`config.mk`:
```
export PLATFORM = sky130hd
export DESIGN_NAME = sdch_top
export DESIGN_NICKNAME = d
export VERILOG_FILES = /design/src/rtl/digital_filter.v /design/src/rtl/sample_counter.v /design/src/rtl/sdch_top.v
export VERILOG_INCLUDE_DIRS = /design/src /design/src/rtl
export SDC_FILE = /design/constraint.sdc
export NUM_CORES = 1
export LEC_CHECK = 0
export BUFFER_PORTS_ARGS = -buffer_cell sky130_fd_sc_hd__buf_2
export CORE_MARGIN = 2
export CORE_UTILIZATION = 60
export CTS_BUF_LIST = sky130_fd_sc_hd__clkbuf_8
export CTS_CLUSTER_SIZE = 16
export DETAILED_ROUTE_END_ITERATION = 16
export GPL_TIMING_DRIVEN = 0
export PLACE_DENSITY_LB_ADDON = 0.08
export SKIP_LAST_GASP = 1
export SYNTH_ARGS = -nofsm -noshare
export SYNTH_HDL_FRONTEND = slang
export SYNTH_HIERARCHICAL = 1
export SYNTH_SLANG_ARGS = --single-unit
```
`constraint.sdc`:
```
create_clock -name CLOCK -period 3.7 [get_ports CLOCK]
set_input_delay 0.185 -clock CLOCK [delete_from_list [all_inputs] [get_ports CLOCK]]
set_output_delay 0.185 -clock CLOCK [all_outputs]
set_load 0.05 [all_outputs]
```
`src/rtl/sdch_regs.vh`:
```
// register offsets, field positions, reset values and timing counts for one converter channel
// assumes it is included by bare name from the channel design files
//
// Function
// - set the result-ready flag whenever a new conversion result arrives; the code sets it only from the delay-selected sample on
// - clear the flag on result read; software may also clear it by writing
// - writing one to start-conversion starts a conversion; zero starts none
// - group bit joins channel with next higher channel; ignored on last channel
// - delay field picks sample raising first interrupt: 00 fourth ... 11 first
// - input select: 0-4 external pairs, 5 supply/11, 6 temperature, 7 short
// - result register returns upper or lower filter half per half-select bit
`ifndef SDCH_REGS_VH
`define SDCH_REGS_VH

// register offsets (byte addresses on the plain register port)
`define ADDR_CHANNEL_CONTROL 4'h0
`define ADDR_INPUT_CONTROL 4'h4
`define ADDR_CONVERSION_RESULT 4'h8
`define ADDR_FILTER_PRELOAD 4'hc
`define ADDR_IRQ_STATUS 4'h1
`define ADDR_IRQ_MASK 4'h2
`define ADDR_WIDTH 4

// channel control fields
`define CC_GROUP_BIT 0
`define CC_START_BIT 1
`define CC_FLAG_BIT 2
`define CC_HALF_BIT 6
`define CC_RESET 8'h00

// input control fields
`define IC_PAIR_LSB 0
`define IC_GAIN_LSB 3
`define IC_DELAY_LSB 6
`define IC_RESET 8'h00
`define PRELOAD_RESET 8'h00

// input pair codes
`define PAIR_SUPPLY_DIV 3'h5
`define PAIR_TEMP 3'h6
`define PAIR_SHORT 3'h7

// interrupt status bits
`define IRQ_RESULT_BIT 0
`define IRQ_START_BIT 1

// filter and sampling
`define FILTER_WIDTH 32
`define SAMPLE_PERIOD_NS 256
`define SAMPLE_CYCLES (`SAMPLE_PERIOD_NS / 8)

`endif

```
`src/rtl/digital_filter.v`:
```
// simple accumulating filter standing in for the decimation filter
// assumes modulator bits arrive synchronous to the clock
`timescale 1ns/100ps
`include "sdch_regs.vh"
module digital_filter
(
   input wire clk,
   input wire rst_n,
   input wire ce,
   input wire load,
   input wire [7:0] preload,
   input wire run,
   input wire mod_bit,
   output reg sample,
   output reg [`FILTER_WIDTH-1:0] result
);
   reg [`FILTER_WIDTH-1:0] acc_reg;
   reg [7:0] tick_reg;

   // preload seeds the accumulator; a sample is taken every sample period
   always @(posedge clk or negedge rst_n)
   begin
      if (!rst_n)
      begin
         acc_reg <= {`FILTER_WIDTH{1'b0}};
         tick_reg <= 8'h00;
         sample <= 1'b0;
         result <= {`FILTER_WIDTH{1'b0}};
      end
      else if (ce)
      begin
         sample <= 1'b0;
         if (load)
         begin
            acc_reg <= {24'h000000, preload};
            tick_reg <= 8'h00;
         end
         else if (run)
         begin
            acc_reg <= acc_reg + {{(`FILTER_WIDTH-1){1'b0}}, mod_bit};
            if (tick_reg == `SAMPLE_CYCLES - 1)
            begin
               tick_reg <= 8'h00;
               sample <= 1'b1;
               result <= acc_reg;
            end
            else
               tick_reg <= tick_reg + 8'h01;
         end
      end
   end
endmodule

```
`src/rtl/sample_counter.v`:
```
// counts samples after a start and flags the sample that raises the first interrupt
// assumes a single clock and a sample strobe from the filter
`timescale 1ns/100ps
`include "sdch_regs.vh"
module sample_counter
(
   input wire clk,
   input wire rst_n,
   input wire ce,
   input wire restart,
   input wire sample,
   input wire [1:0] delay_sel,
   output reg report
);
   reg [2:0] count_reg;
   reg armed_reg;
   wire [2:0] needed;

   // 00 needs four samples, 11 only one
   assign needed = 3'h4 - {1'b0, delay_sel};

   // after the first report every sample reports
   always @(posedge clk or negedge rst_n)
   begin
      if (!rst_n)
      begin
         count_reg <= 3'h0;
         armed_reg <= 1'b0;
         report <= 1'b0;
      end
      else if (ce)
      begin
         report <= 1'b0;
         if (restart)
         begin
            count_reg <= 3'h0;
            armed_reg <= 1'b1;
         end
         else if (sample)
         begin
            if (armed_reg)
            begin
               if (count_reg + 3'h1 >= needed)
               begin
                  armed_reg <= 1'b0;
                  report <= 1'b1;
               end
               count_reg <= count_reg + 3'h1;
            end
            else
               report <= 1'b1;
         end
      end
   end
endmodule

```
`src/rtl/sdch_top.v`:
```
// register logic of one sigma-delta converter channel with its filter and interrupt
// assumes a single 125 MHz clock, synchronous inputs and a non-waiting register master
//
// Added by the designer: the strobed register port and the placing of the registers.
`timescale 1ns/100ps
`include "sdch_regs.vh"
module sdch_top
(
   input wire CLOCK,
   input wire RST_N,
   input wire CE,
   input wire [3:0] ADDR,
   input wire [15:0] WDATA,
   input wire WR,
   input wire RD,
   output reg [15:0] RDATA,
   input wire MOD_BIT,
   input wire LAST_CHANNEL,
   input wire GROUP_START_IN,
   output reg GROUP_START_OUT,
   output reg [2:0] GAIN,
   output reg [2:0] PAIR,
   output reg PAIR_EXTERNAL,
   output reg BUSY,
   output reg IRQ
);
   reg [7:0] cctl_reg;
   reg [7:0] inctl_reg;
   reg [7:0] preload_reg;
   reg [1:0] irq_status_reg;
   reg [1:0] irq_mask_reg;
   reg running_reg;
   reg start_pulse_reg;
   reg flag_next;
   reg [1:0] status_next;
   wire wr_cc;
   wire rd_result;
   wire start_req;
   wire sample;
   wire report;
   wire [`FILTER_WIDTH-1:0] filt_out;
   wire [15:0] result_view;
   wire group_now;

   assign wr_cc = WR && (ADDR == `ADDR_CHANNEL_CONTROL);
   assign rd_result = RD && (ADDR == `ADDR_CONVERSION_RESULT);
   // software start, or a grouped lower channel starting us
   assign start_req = (wr_cc && WDATA[`CC_START_BIT]) || GROUP_START_IN;
   // half-select picks which 16 bits software sees
   assign result_view = cctl_reg[`CC_HALF_BIT] ? filt_out[15:0] : filt_out[31:16];
   // a start written with the group bit must use the bit being written, not the stale one
   assign group_now = wr_cc ? WDATA[`CC_GROUP_BIT] : cctl_reg[`CC_GROUP_BIT];

   digital_filter u_filter
   (
      .clk(CLOCK),
      .rst_n(RST_N),
      .ce(CE),
      .load(start_pulse_reg),
      .preload(preload_reg),
      .run(running_reg),
      .mod_bit(MOD_BIT),
      .sample(sample),
      .result(filt_out)
   );

   sample_counter u_count
   (
      .clk(CLOCK),
      .rst_n(RST_N),
      .ce(CE),
      .restart(start_pulse_reg),
      .sample(sample),
      .delay_sel(inctl_reg[7:6]),
      .report(report)
   );

   // flag: hardware set wins over read clear and software clear
   always @*
   begin
      flag_next = cctl_reg[`CC_FLAG_BIT];
      if (rd_result)
         flag_next = 1'b0;
      if (wr_cc)
         flag_next = WDATA[`CC_FLAG_BIT];
      if (report)
         flag_next = 1'b1;
   end

   // sticky status with write-one-to-clear; events win the same cycle
   always @*
   begin
      status_next = irq_status_reg;
      if (WR && (ADDR == `ADDR_IRQ_STATUS))
         status_next = irq_status_reg & ~WDATA[1:0];
      if (report)
         status_next[`IRQ_RESULT_BIT] = 1'b1;
      if (start_pulse_reg)
         status_next[`IRQ_START_BIT] = 1'b1;
   end

   // register writes and conversion control
   always @(posedge CLOCK or negedge RST_N)
   begin
      if (!RST_N)
      begin
         cctl_reg <= `CC_RESET;
         inctl_reg <= `IC_RESET;
         preload_reg <= `PRELOAD_RESET;
         irq_status_reg <= 2'h0;
         irq_mask_reg <= 2'h0;
         running_reg <= 1'b0;
         start_pulse_reg <= 1'b0;
      end
      else if (CE)
      begin
         start_pulse_reg <= start_req;
         if (wr_cc)
            cctl_reg <= {WDATA[7:3], flag_next, WDATA[1:0]};
         else
            cctl_reg[`CC_FLAG_BIT] <= flag_next;
         // start bit reads back while a conversion is running
         if (start_req)
         begin
            running_reg <= 1'b1;
            cctl_reg[`CC_START_BIT] <= 1'b1;
         end
         else if (wr_cc && !WDATA[`CC_START_BIT])
            running_reg <= 1'b0;
         if (WR && (ADDR == `ADDR_INPUT_CONTROL))
            inctl_reg <= WDATA[7:0];
         if (WR && (ADDR == `ADDR_FILTER_PRELOAD))
            preload_reg <= WDATA[7:0];
         if (WR && (ADDR == `ADDR_IRQ_MASK))
            irq_mask_reg <= WDATA[1:0];
         irq_status_reg <= status_next;
      end
   end

   // registered outputs: read data, group chaining, front-end controls, interrupt
   always @(posedge CLOCK or negedge RST_N)
   begin
      if (!RST_N)
      begin
         RDATA <= 16'h0000;
         GROUP_START_OUT <= 1'b0;
         GAIN <= 3'h0;
         PAIR <= 3'h0;
         PAIR_EXTERNAL <= 1'b0;
         BUSY <= 1'b0;
         IRQ <= 1'b0;
      end
      else if (CE)
      begin
         RDATA <= 16'h0000;
         if (RD)
         begin
            case (ADDR)
               `ADDR_CHANNEL_CONTROL: RDATA <= {8'h00, cctl_reg};
               `ADDR_INPUT_CONTROL: RDATA <= {8'h00, inctl_reg};
               `ADDR_CONVERSION_RESULT: RDATA <= result_view;
               `ADDR_FILTER_PRELOAD: RDATA <= {8'h00, preload_reg};
               `ADDR_IRQ_STATUS: RDATA <= {14'h0000, irq_status_reg};
               `ADDR_IRQ_MASK: RDATA <= {14'h0000, irq_mask_reg};
               default: RDATA <= 16'h0000;
            endcase
         end
         // last channel never passes its start onward
         GROUP_START_OUT <= start_req && group_now && !LAST_CHANNEL;
         GAIN <= inctl_reg[5:3];
         PAIR <= inctl_reg[2:0];
         PAIR_EXTERNAL <= (inctl_reg[2:0] < `PAIR_SUPPLY_DIV);
         BUSY <= running_reg;
         IRQ <= |(status_next & irq_mask_reg);
      end
   end
endmodule

```
==> Word-level counts from Yosys, hierarchy flattened <==
Cells that the tools add are included.
{ "op_classes": {"n_bitwise": 4, "add_sub_neg": 4, "n_mux": 33, "n_eq_ne": 6, "order_cmp": 2, "n_reduce_logical": 32} }
{ "ops": {"columns": ["cell", "n"], "rows": [
  ["16-bit one-hot mux with 6 select lines", 1],
  ["32-bit 2-to-1 mux", 2],
  ["32-bit by 1-bit adder with 32-bit output", 1],
  ["16-bit 2-to-1 mux", 2],
  ["8-bit 2-to-1 mux", 3],
  ["1-bit 2-to-1 mux", 20],
  ["2-bit AND reduction", 9],
  ["1-bit logical AND", 10],
  ["2-bit nonzero test", 5],
  ["3-bit 2-to-1 mux", 3],
  ["8-bit by 1-bit adder with 8-bit output, second input constant", 1],
  ["4-bit == test, second input constant", 2],
  ["8-bit by 5-bit == test with 1-bit output, second input constant", 1],
  ["2-bit bitwise AND", 2],
  ["4-bit by 1-bit == test with 1-bit output, second input constant", 1],
  ["4-bit by 2-bit == test with 1-bit output, second input constant", 1],
  ["4-bit by 3-bit == test with 1-bit output, second input constant", 1],
  ["4-bit logical NOT", 1],
  ["2-bit 2-to-1 mux", 2],
  ["4-bit AND reduction", 1],
  ["3-bit by 1-bit adder with 3-bit output, second input constant", 1],
  ["3-bit >= comparator", 1],
  ["3-bit < comparator, second input constant", 1],
  ["3-bit AND reduction", 1],
  ["7 further kinds", 8]
]} }
{ "totals": {"input_bits": 28, "reg_bits": 134, "out_inout_bits": 26} }

==> Depth between registers and ports, before layout <==
Gate-level depths: netlist of run 1.
{ "logic_depth": {"depth_word": 6, "depth_mapped": 7, "mapped_depth_nobuf": 7} }

==> Cells and area by module <==
Netlist of run 1, hierarchy kept.
{ "by_module_without_submodules": {"columns": ["module", "n_inst", "area_per_inst_um2", "cells_each", "seq_area_each_um2"], "rows": [
  ["digital_filter", 1, 3564.7, 322, 1826.8],
  ["sdch_top", 1, 2675.1, 238, 1401.3],
  ["sample_counter", 1, 371.6, 41, 125.1]
]} }

==> Least setup slack after synthesis of run 1 <==
No wires, ideal clock.
{ "synth_path": {"path_kind": "flip-flop to flip-flop", "start": "register u_filter.acc_reg[0]", "end": "register u_filter.acc_reg[22]", "required_time_ns": 3.622, "n_path_buf": 1, "stages_incl_launch_ff": 8, "t_arrival_ns": 2.101, "synth_period_minus_slack_ns": 2.179, "path_slack_ns": 1.521, "path_cell_list": "dfrtp_1 ha_1 ha_1 nand4_1 or3_1 clkbuf_1 or4_1 a21oi_1"} }
{ "synth_via": {"elab_chain_len": 3} }
{ "synth_rtl": {"columns": ["element", "line", "text"], "rows": [
  ["start: declaration", "digital_filter.v:17", "reg [`FILTER_WIDTH-1:0] acc_reg;"],
  ["start signal: assignment", "digital_filter.v:25", "acc_reg <= {`FILTER_WIDTH{1'b0}};"],
  ["start signal: assignment", "digital_filter.v:35", "acc_reg <= {24'h000000, preload};"],
  ["start signal: assignment", "digital_filter.v:40", "acc_reg <= acc_reg + {{(`FILTER_WIDTH-1){1'b0}}, mod_bit};"],
  ["32-bit by 1-bit adder with 32-bit output", "digital_filter.v:40", null],
  ["32-bit 2-to-1 mux", "digital_filter.v:38", "else if (run)"],
  ["32-bit 2-to-1 mux", "digital_filter.v:33", "if (load)"]
]} }
Every way passes these cells. The select of a mux whose other input is x is not followed.
A chain may end at the register's enable or synchronous reset.

==> Final worst setup path of run 1 <==
Ends and elaborated chain as after synthesis.

==> results.json, run 1 <==
{
  "status": "finished clean",
  "switchingPower_w": 0.00112,
  "wire_per_inst_um": 19.7,
  "routed_wl_um": 16300,
  "die_w_um": 109,
  "num-fill-cells": 840,
  "syn_nets": 638,
  "ios": 54,
  "yosys.area_share.adder_pct": 1.70,
  "cts_setup_buffers": 0,
  "nNetsFinal": 710,
  "core_um2": 10800,
  "final.setup.tns_ns": 0,
  "synth.distinct_cells": 63,
  "final-hold-violation-count": 0,
  "synthCells": 601,
  "drc": 0,
  "via_per_inst": 6.34,
  "drt_iter0_markers": 438,
  "synth-xor-area-share_pct": 1.32,
  "grt_max_degree": 72,
  "path_max_fanout": 9,
  "swShare_pct": 29.8,
  "multi_input_area_um2": 3010,
  "postRouteAntennaNets": 0,
  "critPathRequiredTime_ns": 4.08,
  "maxCapViolations": 0,
  "power_density_nw_per_um2": 496,
  "place_congestion": 0.933,
  "htreeDepth": 4,
  "r2r_start": "u_filter/acc_reg[0]$_DFFE_PN0P_",
  "grt_pass1_vias": 5083,
  "synth_mux_area_share_pct": 14.4,
  "overflow": 0,
  "peakVddDrop_mv": 0.430,
  "combPwrFrac_pct": 17.5,
  "placed_cells": 786,
  "grt_pass1_wl_um": 26200,
  "endpoint_kind": "flip-flop",
  "arrival_ns": 3.19,
  "yosys_warnings": 6,
  "root_buffer": "clkbuf_8",
  "synth_edf_count": 0,
  "areaGrowthSynthToFinish_pct": 14.4,
  "fp.dieH_um": 109,
  "skew_ns": 0.0126,
  "rr_endpoint": "u_filter/acc_reg[22]$_DFFE_PN0P_",
  "seq_area_frac_synth_pct": 50.7,
  "whs_ns": 0.0292,
  "slew_headroom_pct": 47.7,
  "layout-drive-gt1-share_pct": 23.5,
  "worst_pin_slew_ns": 0.785,
  "critPathKind": "flip-flop to flip-flop",
  "detailed_place_hpwl_um": 11300,
  "cts_buffers": 17,
  "endpoint": "u_filter/acc_reg[22]$_DFFE_PN0P_",
  "rsz0062_at_grt": "no",
  "drv_slew": 0,
  "leakage_nw": 3.45,
  "crit_start": "u_filter/acc_reg[0]$_DFFE_PN0P_",
  "async_reset_ff_share_pct": 100,
  "internal-power_w": 0.00263,
  "start_util_pct": 61.3,
  "synth.cell_area_um2": 6610,
  "port_buffers": 44,
  "finalSetupViolCount": 0,
  "antenna_found_initial": 0,
  "hold_path_class": "input port to flip-flop",
  "drtPass1Iterations": 5,
  "clock_latency_ns": 0.46,
  "rows": 38,
  "diodes": 0,
  "min_from": "WDATA[0]",
  "power_frac_seq_pct": 46.7,
  "dr_total_vias": 5237,
  "critPathLaunchType": "flip-flop",
  "r2r_cells": 7,
  "clk_pin_slew_worst_paths_ns": 0.08,
  "period_needed_ns": 2.81,
  "synth_compound_area_share_pct": 12.6,
  "clkSinkCount": 134,
  "synth_top_family_by_area": "simple AND/OR/NAND/NOR gates",
  "r2r_slack_ns": 0.89,
  "yosys.area_share.simple_pct": 15.4,
  "seqCellArea_um2": 3350,
  "timing.fmax_mhz": 356,
  "cts_tree": "built",
  "clock_path_buffers": 2,
  "die-area_um2": 11900,
  "grtUsageTotal_pct": 29.4,
  "synth_ff_type": "dfrtp_1",
  "instances_no_fill": 826,
  "avgSynthCellArea_um2": 11.0,
  "period_share_pct": 76.0,
  "clockPowerShare_pct": 35.8,
  "synth_seq_cells": 134
}
==> critical path, stage by stage (launching register included) <==
cell	delay [ns]
dfrtp_1	0.42
ha_1	0.41
ha_1	0.31
nand4_1	0.33
or3_1	0.42
clkbuf_1	0.20
or4_1	0.50
a21oi_1	0.15
==> timing repair <==
| action | CTS | global route |
|---|---|---|
| endpoints found under the hold margin | 80 | 0 |
| hold buffers | 8 | 0 |
| resized for setup | 0 | 0 |
==> area by class of cell <==
class | instances | area share (%)
Timing Repair Buffer | 53 | 4.42
Multi-Input combinational cell | 411 | 39.7
Inverter | 19 | 0.943
Clock buffer | 19 | 3.46
Sequential cell | 134 | 44.3
Tap cell | 140 | 2.32
Buffer | 37 | 2.40
Clock inverter | 13 | 2.37
==> cells in the final DEF, fill, tap and decap left out, types with 3 or more instances in the layout <==
| cell | netlist | final |
|---|---|---|
| a21oi_1 | 30 | 30 |
| a22o_1 | 4 | 4 |
| a22oi_1 | 4 | 4 |
| a31oi_1 | 7 | 7 |
| and3_1 | 7 | 7 |
| and4_1 | 6 | 6 |
| buf_2 | 7 | 50 |
| buf_4 | 3 | 3 |
| buf_6 | 3 | 4 |
| bufinv_16 | 0 | 4 |
| clkbuf_1 | 22 | 22 |
| clkbuf_8 | 0 | 19 |
| clkinv_2 | 0 | 4 |
| clkinvlp_4 | 0 | 4 |
| dfrtp_1 | 134 | 134 |
| dlygate4sd3_1 | 0 | 8 |
| ha_1 | 9 | 9 |
| inv_1 | 18 | 18 |
| mux2_2 | 57 | 57 |
| mux2i_1 | 30 | 30 |
| nand2_1 | 45 | 45 |
| nand2b_1 | 6 | 6 |
| nand3_1 | 24 | 24 |
| nand3b_1 | 4 | 4 |
| nand4_1 | 16 | 16 |
| nor2_1 | 26 | 26 |
| nor3_1 | 5 | 5 |
| nor4_1 | 5 | 5 |
| o21a_1 | 4 | 4 |
| o21ai_0 | 13 | 13 |
| o221ai_1 | 6 | 6 |
| o22ai_1 | 9 | 9 |
| o2bb2ai_1 | 9 | 9 |
| o311ai_1 | 3 | 3 |
| o31ai_1 | 13 | 13 |
| o41ai_1 | 3 | 3 |
| or3_1 | 7 | 7 |
| or4_1 | 14 | 14 |
| xnor2_1 | 6 | 6 |
| xor2_1 | 4 | 4 |
==> routing by layer <==
metal	track usage, %	vias up	wire length [um]
li1	-	2402	-
met1	41.0	2605	7320
met2	44.9	203	7670
met3	5.62	27	955
met4	12.5	0	344
met5	0	-	0
==> power groups by stage <==
stage	Combinational [W]	Clock, W	Sequential, W
after CTS	0.000657	0.00136	0.00175
after floorplan	0.000391	0	0.00182
after global routing	0.000722	0.00143	0.00177
final	0.000657	0.00134	0.00175
after global placement	0.000622	0	0.00176
after detailed placement	0.000647	0	0.00177
==> metrics by stage <==
stage,total power [W],utilization (%),setup slack [ns],area [um2]
global placement,0.00239,64.9,0.688,7010
floorplan,0.00221,-,1.52,6610
global route,0.00392,70.1,0.815,7560
CTS,0.00377,70.1,0.972,7560
finish,0.00375,70.1,0.889,7560
detailed placement,0.00242,65.2,0.994,7040
==> synthesized netlist by cell type, types with 3 or more instances <==
cell type	count	area share (%)
dfrtp_1	134	51
a31oi_1	7	0.66
nand3_1	24	1.8
xor2_1	4	0.53
and3_1	7	0.66
xnor2_1	6	0.79
o41ai_1	3	0.40
o31ai_1	13	1.5
mux2i_1	30	4.5
o21a_1	4	0.45
a22o_1	4	0.53
inv_1	18	1.0
o21ai_0	13	0.98
o221ai_1	6	0.79
o311ai_1	3	0.40
o22ai_1	9	0.85
nor4_1	5	0.47
clkbuf_1	22	1.2
nand2b_1	6	0.57
buf_6	3	0.51
or4_1	14	1.6
nor3_1	5	0.38
buf_4	3	0.34
o2bb2ai_1	9	1.2
ha_1	9	1.7
nand2_1	45	2.6
mux2_2	57	9.7
a21oi_1	30	2.3
nand3b_1	4	0.45
or3_1	7	0.66
nand4_1	16	1.5
nor2_1	26	1.5
a22oi_1	4	0.45
and4_1	6	0.79
buf_2	7	0.53
==> how the worst min path moves through the flow <==
stage / end / slack (ns) / depth (start not counted)
6_report: cctl_reg[0]$_DFFE_PN0P_ / 0.03 / 3
3_5_place_dp: u_count/count_reg[2]$_DFFE_PN0P_ / 0.21 / 1
2_1_floorplan: BUSY$_DFFE_PN0P_ / -0.11 / 0
5_1_grt: cctl_reg[0]$_DFFE_PN0P_ / 0.02 / 3
3_3_place_gp: GROUP_START_OUT$_DFFE_PN0P_ / 0.39 / 2
4_1_cts: cctl_reg[0]$_DFFE_PN0P_ / 0.01 / 3
==> cells by family (layout without fill, tap and decap cells) <==
logic type / Yosys count / after routing
AOI/OAI and AO/OA: 121 / 121
xor gates and xnor gates: 10 / 10
adders and majority gates: 9 / 9
buffers and inverters: 56 / 141
DFF: 134 / 134
muxes: 88 / 88
and+or+nand+nor: 183 / 183
Note: power is estimated with default switching activity, not from simulation.
==> inputs of run 2 (changes only) <==
==> constraint.sdc (replaced) <==
create_clock -name CLOCK -period 2.8 [get_ports CLOCK]
set_input_delay 0.14 -clock CLOCK [delete_from_list [all_inputs] [get_ports CLOCK]]
set_output_delay 0.14 -clock CLOCK [all_outputs]
set_load 0.05 [all_outputs]
==> run 2 against run 1 <==
Against the previous run: sequential share of layout area is 0.073 points lower; die area is the same; core utilization grew 0.12 points; routed wire length fell by 0.29%; fmax increased by 5.2%; clock-buffer cell count stayed put; cell area rose by 0.17%; global-route usage barely moved; combinational power is 32% higher; clock power grew 32%; largest cell class unchanged.
==> results.json, run 2 (synthesis gave the netlist of run 1 again) <==
{
  "arrival_ns": 3.05,
  "placed_cells": 786,
  "finalSetupViolCount": 0,
  "start_util_pct": 61.3,
  "critPathLaunchType": "flip-flop",
  "timing.fmax_mhz": 374,
  "critPathRequiredTime_ns": 3.18,
  "clkSinkCount": 134,
  "die_w_um": 109,
  "clock_path_buffers": 2,
  "path_max_fanout": 9,
  "leakage_nw": 3.45,
  "drc": 0,
  "crit_chain": "ha_2, ha_1, nand4_1, or3_1, clkbuf_1, or4_1, a21oi_1",
  "grt_max_degree": 72,
  "overflow": 0,
  "status": "finished clean",
  "layout-drive-gt1-share_pct": 23.6,
  "maxCapViolations": 0,
  "antenna_found_initial": 0,
  "final-hold-violation-count": 0,
  "cts_buffers": 17,
  "endpoint_kind": "flip-flop",
  "slew_headroom_pct": 47.4,
  "skew_ns": 0.0123,
  "cts_setup_buffers": 0,
  "wire_per_inst_um": 19.6,
  "worst_pin_slew_ns": 0.789,
  "routed_wl_um": 16200,
  "hold_path_class": "input port to flip-flop",
  "peakVddDrop_mv": 0.569,
  "critPathKind": "flip-flop to flip-flop",
  "drtPass1Iterations": 5,
  "htreeDepth": 4,
  "core_um2": 10800,
  "period_needed_ns": 2.67,
  "grt_pass1_vias": 5093,
  "areaGrowthSynthToFinish_pct": 14.6,
  "postLayoutCellArea_um2": 7570,
  "period_share_pct": 95.4,
  "detailed_place_hpwl_um": 11300,
  "diodes": 0,
  "die-area_um2": 11900,
  "dr_total_vias": 5195,
  "instances_no_fill": 827,
  "crit_slowest_cell": "or4_1",
  "cts_tree": "built",
  "drv_slew": 0,
  "via_per_inst": 6.28,
  "rsz0062_at_grt": "no",
  "rows": 38,
  "final.setup.tns_ns": 0,
  "r2r_slack_ns": 0.13,
  "placed_cell_area_um2": 7040,
  "nNetsFinal": 711,
  "grtUsageTotal_pct": 29.4,
  "port_buffers": 44,
  "critPathMaxStageDelay_ns": 0.50,
  "grt_pass1_wl_um": 26200,
  "fp.dieH_um": 109,
  "whs_ns": 0.0350,
  "clock_latency_ns": 0.46,
  "drt_iter0_markers": 462,
  "place_congestion": 0.933,
  "ios": 54,
  "clk_pin_slew_worst_paths_ns": 0.07,
  "layout_commonest_cell": "dfrtp_1",
  "final_cell_mix": "134 x dfrtp_1, 57 x mux2_2, 50 x buf_2",
  "root_buffer": "clkbuf_8",
  "postRouteAntennaNets": 0,
  "power_density_nw_per_um2": 655
}
run 2: per-stage QoR:
step	total power, W	util (%)	worst slack, ns
finish	0.00496	70.2	0.128
detailed placement	0.00320	65.2	0.0936
global placement	0.00315	64.9	-0.167
floorplan	0.00292	-	0.621
CTS	0.00498	70.1	0.0722
global route	0.00518	70.2	0.0286
run 2: repair_timing:
item,4_1_cts,5_1_grt
hold endpoints to repair,83,0
gates resized for setup,0,1
hold buffers,9,0
endpoints found under the setup margin,0,4
run 2: area by class of cell:
cell class                      count  area, um2
Tap cell                          140        175
Clock buffer                       19        262
Sequential cell                   134       3350
Inverter                           19       71.3
Clock inverter                     13        179
Multi-Input combinational cell    411       3010
Fill cell                         838       3220
Timing Repair Buffer               54        344
Buffer                             37        181
run 2: routing by layer:
| layer | vias up | global-route usage (%) | routed length (um) |
|---|---|---|---|
| met5 | - | 0 | 0 |
| met3 | 27 | 5.62 | 920 |
| met2 | 188 | 45.0 | 7660 |
| met4 | 0 | 12.5 | 378 |
| met1 | 2582 | 41.1 | 7280 |
| li1 | 2398 | - | - |
run 2: power by group:
group | switching (W) | total [W] | internal [W]
sequential | 0.000196 | 0.00231 | 0.00212
combinational | 0.000519 | 0.000870 | 0.000350
clock | 0.000763 | 0.00177 | 0.00101
total | 0.00148 | 0.00496 | 0.00348
run 2: worst paths after layout:
| path | cells after the start | startpoint | endpoint |
|---|---|---|---|
| min in group asynchronous | 2 | RST_N | u_count/count_reg[2]$_DFFE_PN0P_ |
| worst max register to register | 7 | u_filter/acc_reg[0]$_DFFE_PN0P_ | u_filter/acc_reg[22]$_DFFE_PN0P_ |
| worst min-delay path | 3 | GROUP_START_IN | cctl_reg[1]$_DFFE_PN0P_ |
| worst max-delay path | 7 | u_filter/acc_reg[0]$_DFFE_PN0P_ | u_filter/acc_reg[22]$_DFFE_PN0P_ |
| max in group asynchronous | 3 | RST_N | u_filter/result[5]$_DFFE_PN0P_ |
| worst min register to register | 1 | PAIR_EXTERNAL$_DFFE_PN0P_ | PAIR_EXTERNAL$_DFFE_PN0P_ |
run 2: worst max-delay path: cells and delay by family (launching register included):
| kind | cells | cell delay [ns] |
|---|---|---|
| simple gates | 3 | 1.22 |
| buf+inv | 1 | 0.21 |
| compound gates | 1 | 0.15 |
| fa+ha+maj | 2 | 0.60 |
| flops | 1 | 0.42 |
==> inputs of run 3 (changes only) <==
--- a/config.mk
+++ b/config.mk
@@ -8,7 +8,7 @@
 export LEC_CHECK = 0
 export BUFFER_PORTS_ARGS = -buffer_cell sky130_fd_sc_hd__buf_2
 export CORE_MARGIN = 2
-export CORE_UTILIZATION = 60
+export CORE_UTILIZATION = 30
 export CTS_BUF_LIST = sky130_fd_sc_hd__clkbuf_8
 export CTS_CLUSTER_SIZE = 16
 export DETAILED_ROUTE_END_ITERATION = 16
@@ -17,5 +17,4 @@
 export SKIP_LAST_GASP = 1
 export SYNTH_ARGS = -nofsm -noshare
 export SYNTH_HDL_FRONTEND = slang
-export SYNTH_HIERARCHICAL = 1
 export SYNTH_SLANG_ARGS = --single-unit
==> run 3 against run 2 <==
Against the previous run: core utilization shrank 34 points; critical path depth decreased by 2; routed wire length rose by 13%; hold slack better by 0.0090 ns; combinational power down 8.4%; sequential share of layout area decreased by 0.22 points; total power decreased by 0.69%; fmax is 4.6% higher; first-iteration DRC count shrank 42%; sequential power shrank 2%; cell area increased by 0.50%; clock skew up 0.0022 ns.
==> results.json, run 3 <==
{
  "synth.distinct_cells": 61,
  "die-area_um2": 22800,
  "leakage_nw": 3.39,
  "yosys_warnings": 0,
  "crit_slowest_cell": "nor2_2",
  "skew_ns": 0.0146,
  "critPathLaunchType": "flip-flop",
  "grt_pass1_vias": 4771,
  "nNetsFinal": 670,
  "async_reset_ff_share_pct": 100,
  "layout-drive-gt1-share_pct": 26.6,
  "maxCapViolations": 0,
  "fp.dieH_um": 151,
  "combPwrFrac_pct": 16.2,
  "drc": 0,
  "synth.cell_area_um2": 6480,
  "synth_commonest_cells": "134 x dfrtp_1, 67 x mux2_2, 38 x nor2_1",
  "synth_area_leaders": "dfrtp_1 52%, mux2_2 12%, mux2i_1 3.2%, o2bb2ai_1 2.6%, nor2_1 2.2%",
  "clk_pin_slew_worst_paths_ns": 0.09,
  "drt_iter0_markers": 270,
  "postLayoutCellArea_um2": 7610,
  "port_buffers": 42,
  "synth_seq_cells": 134,
  "detailed_place_hpwl_um": 12700,
  "period_needed_ns": 2.55,
  "wire_per_inst_um": 19.8,
  "path_max_fanout": 10,
  "core_um2": 21100,
  "r2r_cells": 5,
  "critPathMaxStageDelay_ns": 0.63,
  "layout_commonest_cell": "dfrtp_1",
  "synth.top_cell.area_share_pct": 51.7,
  "cts_buffers": 17,
  "hold_path_class": "input port to flip-flop",
  "overflow": 0,
  "timing.fmax_mhz": 392,
  "hold_depth": 3,
  "final_cell_mix": "134 x dfrtp_1, 67 x mux2_2, 46 x buf_2",
  "arrival_ns": 2.87,
  "peakVddDrop_mv": 0.295,
  "postLayoutCoreUtil_pct": 36.1,
  "htreeDepth": 4,
  "grt_pass1_wl_um": 28800,
  "seq_area_frac_synth_pct": 51.7,
  "slew_headroom_pct": 17.9,
  "via_per_inst": 5.14,
  "crit_top_cell": "clkbuf_1",
  "critPathKind": "flip-flop to flip-flop",
  "power_density_nw_per_um2": 647,
  "clock_path_buffers": 2,
  "clkSinkCount": 134,
  "yosysMostFrequentCell": "dfrtp_1",
  "antenna_found_initial": 0,
  "ctsResizeCount": 0,
  "start_util_pct": 30.7,
  "grtUsageTotal_pct": 17.2,
  "grt_max_degree": 88,
  "clockPowerShare_pct": 37.6,
  "die_w_um": 151,
  "swShare_pct": 30.7,
  "ios": 54,
  "status": "finished clean",
  "critPathRequiredTime_ns": 3.12,
  "avgSynthCellArea_um2": 11.5,
  "synth_top_cell_by_area": "dfrtp_1",
  "synthCells": 563,
  "clock_latency_ns": 0.45,
  "power_frac_seq_pct": 46.2,
  "synth_edf_count": 0,
  "place_congestion": 0.812,
  "areaGrowthSynthToFinish_pct": 17.4,
  "drv_slew": 0,
  "synth_ff_type": "dfrtp_1",
  "root_buffer": "clkbuf_8",
  "finalSetupViolCount": 0,
  "crit_chain": "clkbuf_1, clkinv_1, nor2_2, clkbuf_1, nor2_1",
  "worst_pin_slew_ns": 1.22,
  "cts_tree": "built",
  "whs_ns": 0.0440,
  "rows": 53,
  "final-hold-violation-count": 0,
  "rsz0062_at_grt": "no",
  "diodes": 0,
  "syn_nets": 599,
  "internal-power_w": 0.00341,
  "period_share_pct": 91.2,
  "dr_total_vias": 4742,
  "endpoint_kind": "flip-flop",
  "switchingPower_w": 0.00151,
  "postRouteAntennaNets": 0,
  "placed_cell_area_um2": 7070,
  "drtPass1Iterations": 4,
  "routed_wl_um": 18300
}
-- run 3: changes by cell type in the layout (fill, tap and decap cells not counted), moves of 7 or more --
cell	change
a21oi_1	-11
mux2_2	+10
mux2i_1	-9
nand2_1	-11
nand3_1	-7
nor2_1	+12
nor3_1	+11
o21ai_0	+10
o2bb2ai_1	+10
o31ai_1	-8
or4_1	-12
-- run 3: metrics by stage --
stage	cells	setup slack (ns)	TNS [ns]	total power [W]
after CTS	922	0.163	0	0.00500
final	922	0.246	0	0.00492
after detailed placement	881	0.176	0	0.00311
after global placement	880	-0.418	-53.73	0.00309
after floorplan	563	0.762	0	0.00282
after global routing	922	0.0162	0	0.00518
-- run 3: cell type report --
type | instances | area [um2]
Timing Repair Buffer | 52 | 334
Buffer | 34 | 176
Tap cell | 275 | 344
Multi-Input combinational cell | 379 | 2890
Sequential cell | 134 | 3350
Clock inverter | 15 | 215
Inverter | 16 | 60.1
Clock buffer | 17 | 234
Fill cell | 2086 | 13500
-- run 3: worst max-delay path: cells and delay by family, from the launching register on --
kind	cells	cell delay (ns)
buffers and inverters	3	1.36
and+or+nand+nor	2	0.73
DFF	1	0.33
-- run 3: metal layers --
| metal | global-route usage (%) | vias to the layer above | wire length, um |
|---|---|---|---|
| met5 | 0 | - | 0 |
| met4 | 4.81 | 0 | 269 |
| met3 | 3.70 | 16 | 614 |
| met2 | 28.0 | 89 | 8780 |
| met1 | 23.1 | 2426 | 8610 |
| li1 | - | 2211 | - |
-- run 3: cell families (layout without fill, tap and decap cells) --
logic type / after synthesis / in the layout / synth area share, %
simple gates: 150 / 150 / 12.4
flops: 134 / 134 / 51.7
compound gates: 111 / 111 / 11.8
mux: 93 / 93 / 16.6
buf+inv: 50 / 134 / 3.65
xor+xnor: 17 / 17 / 2.30
fa+ha+maj: 8 / 8 / 1.54
-- run 3: power by group through the flow --
| stage | combinational [W] | clock, W | sequential [W] |
|---|---|---|---|
| 2_1_floorplan | 0.000448 | 0 | 0.00237 |
| 3_3_place_gp | 0.000785 | 0 | 0.00230 |
| 3_5_place_dp | 0.000798 | 0 | 0.00231 |
| 4_1_cts | 0.000811 | 0.00191 | 0.00227 |
| 5_1_grt | 0.000877 | 0.00201 | 0.00230 |
| 6_report | 0.000797 | 0.00185 | 0.00227 |
-- run 3: final timing paths --
path                       slack (ns)                   startpoint                               end
min                              0.04                           CE                  BUSY$_DFFE_PN0P_
min reg2reg                      0.48        RDATA[13]$_DFFE_PN0P_             RDATA[13]$_DFFE_PN0P_
max                              0.25  start_pulse_reg$_DFFE_PN0P_  u_filter.acc_reg[27]$_DFFE_PN0P_
max in group asynchronous        1.80                        RST_N   u_filter.acc_reg[2]$_DFFE_PN0P_
min in group asynchronous        0.19                        RST_N  u_filter.acc_reg[29]$_DFFE_PN0P_
max reg2reg                      0.25  start_pulse_reg$_DFFE_PN0P_  u_filter.acc_reg[27]$_DFFE_PN0P_
-- run 3: what timing repair did --
item | 4_1_cts | 5_1_grt
hold endpoints to repair | 68 | 0
buffers inserted | 0 | 0
hold buffers | 9 | 0
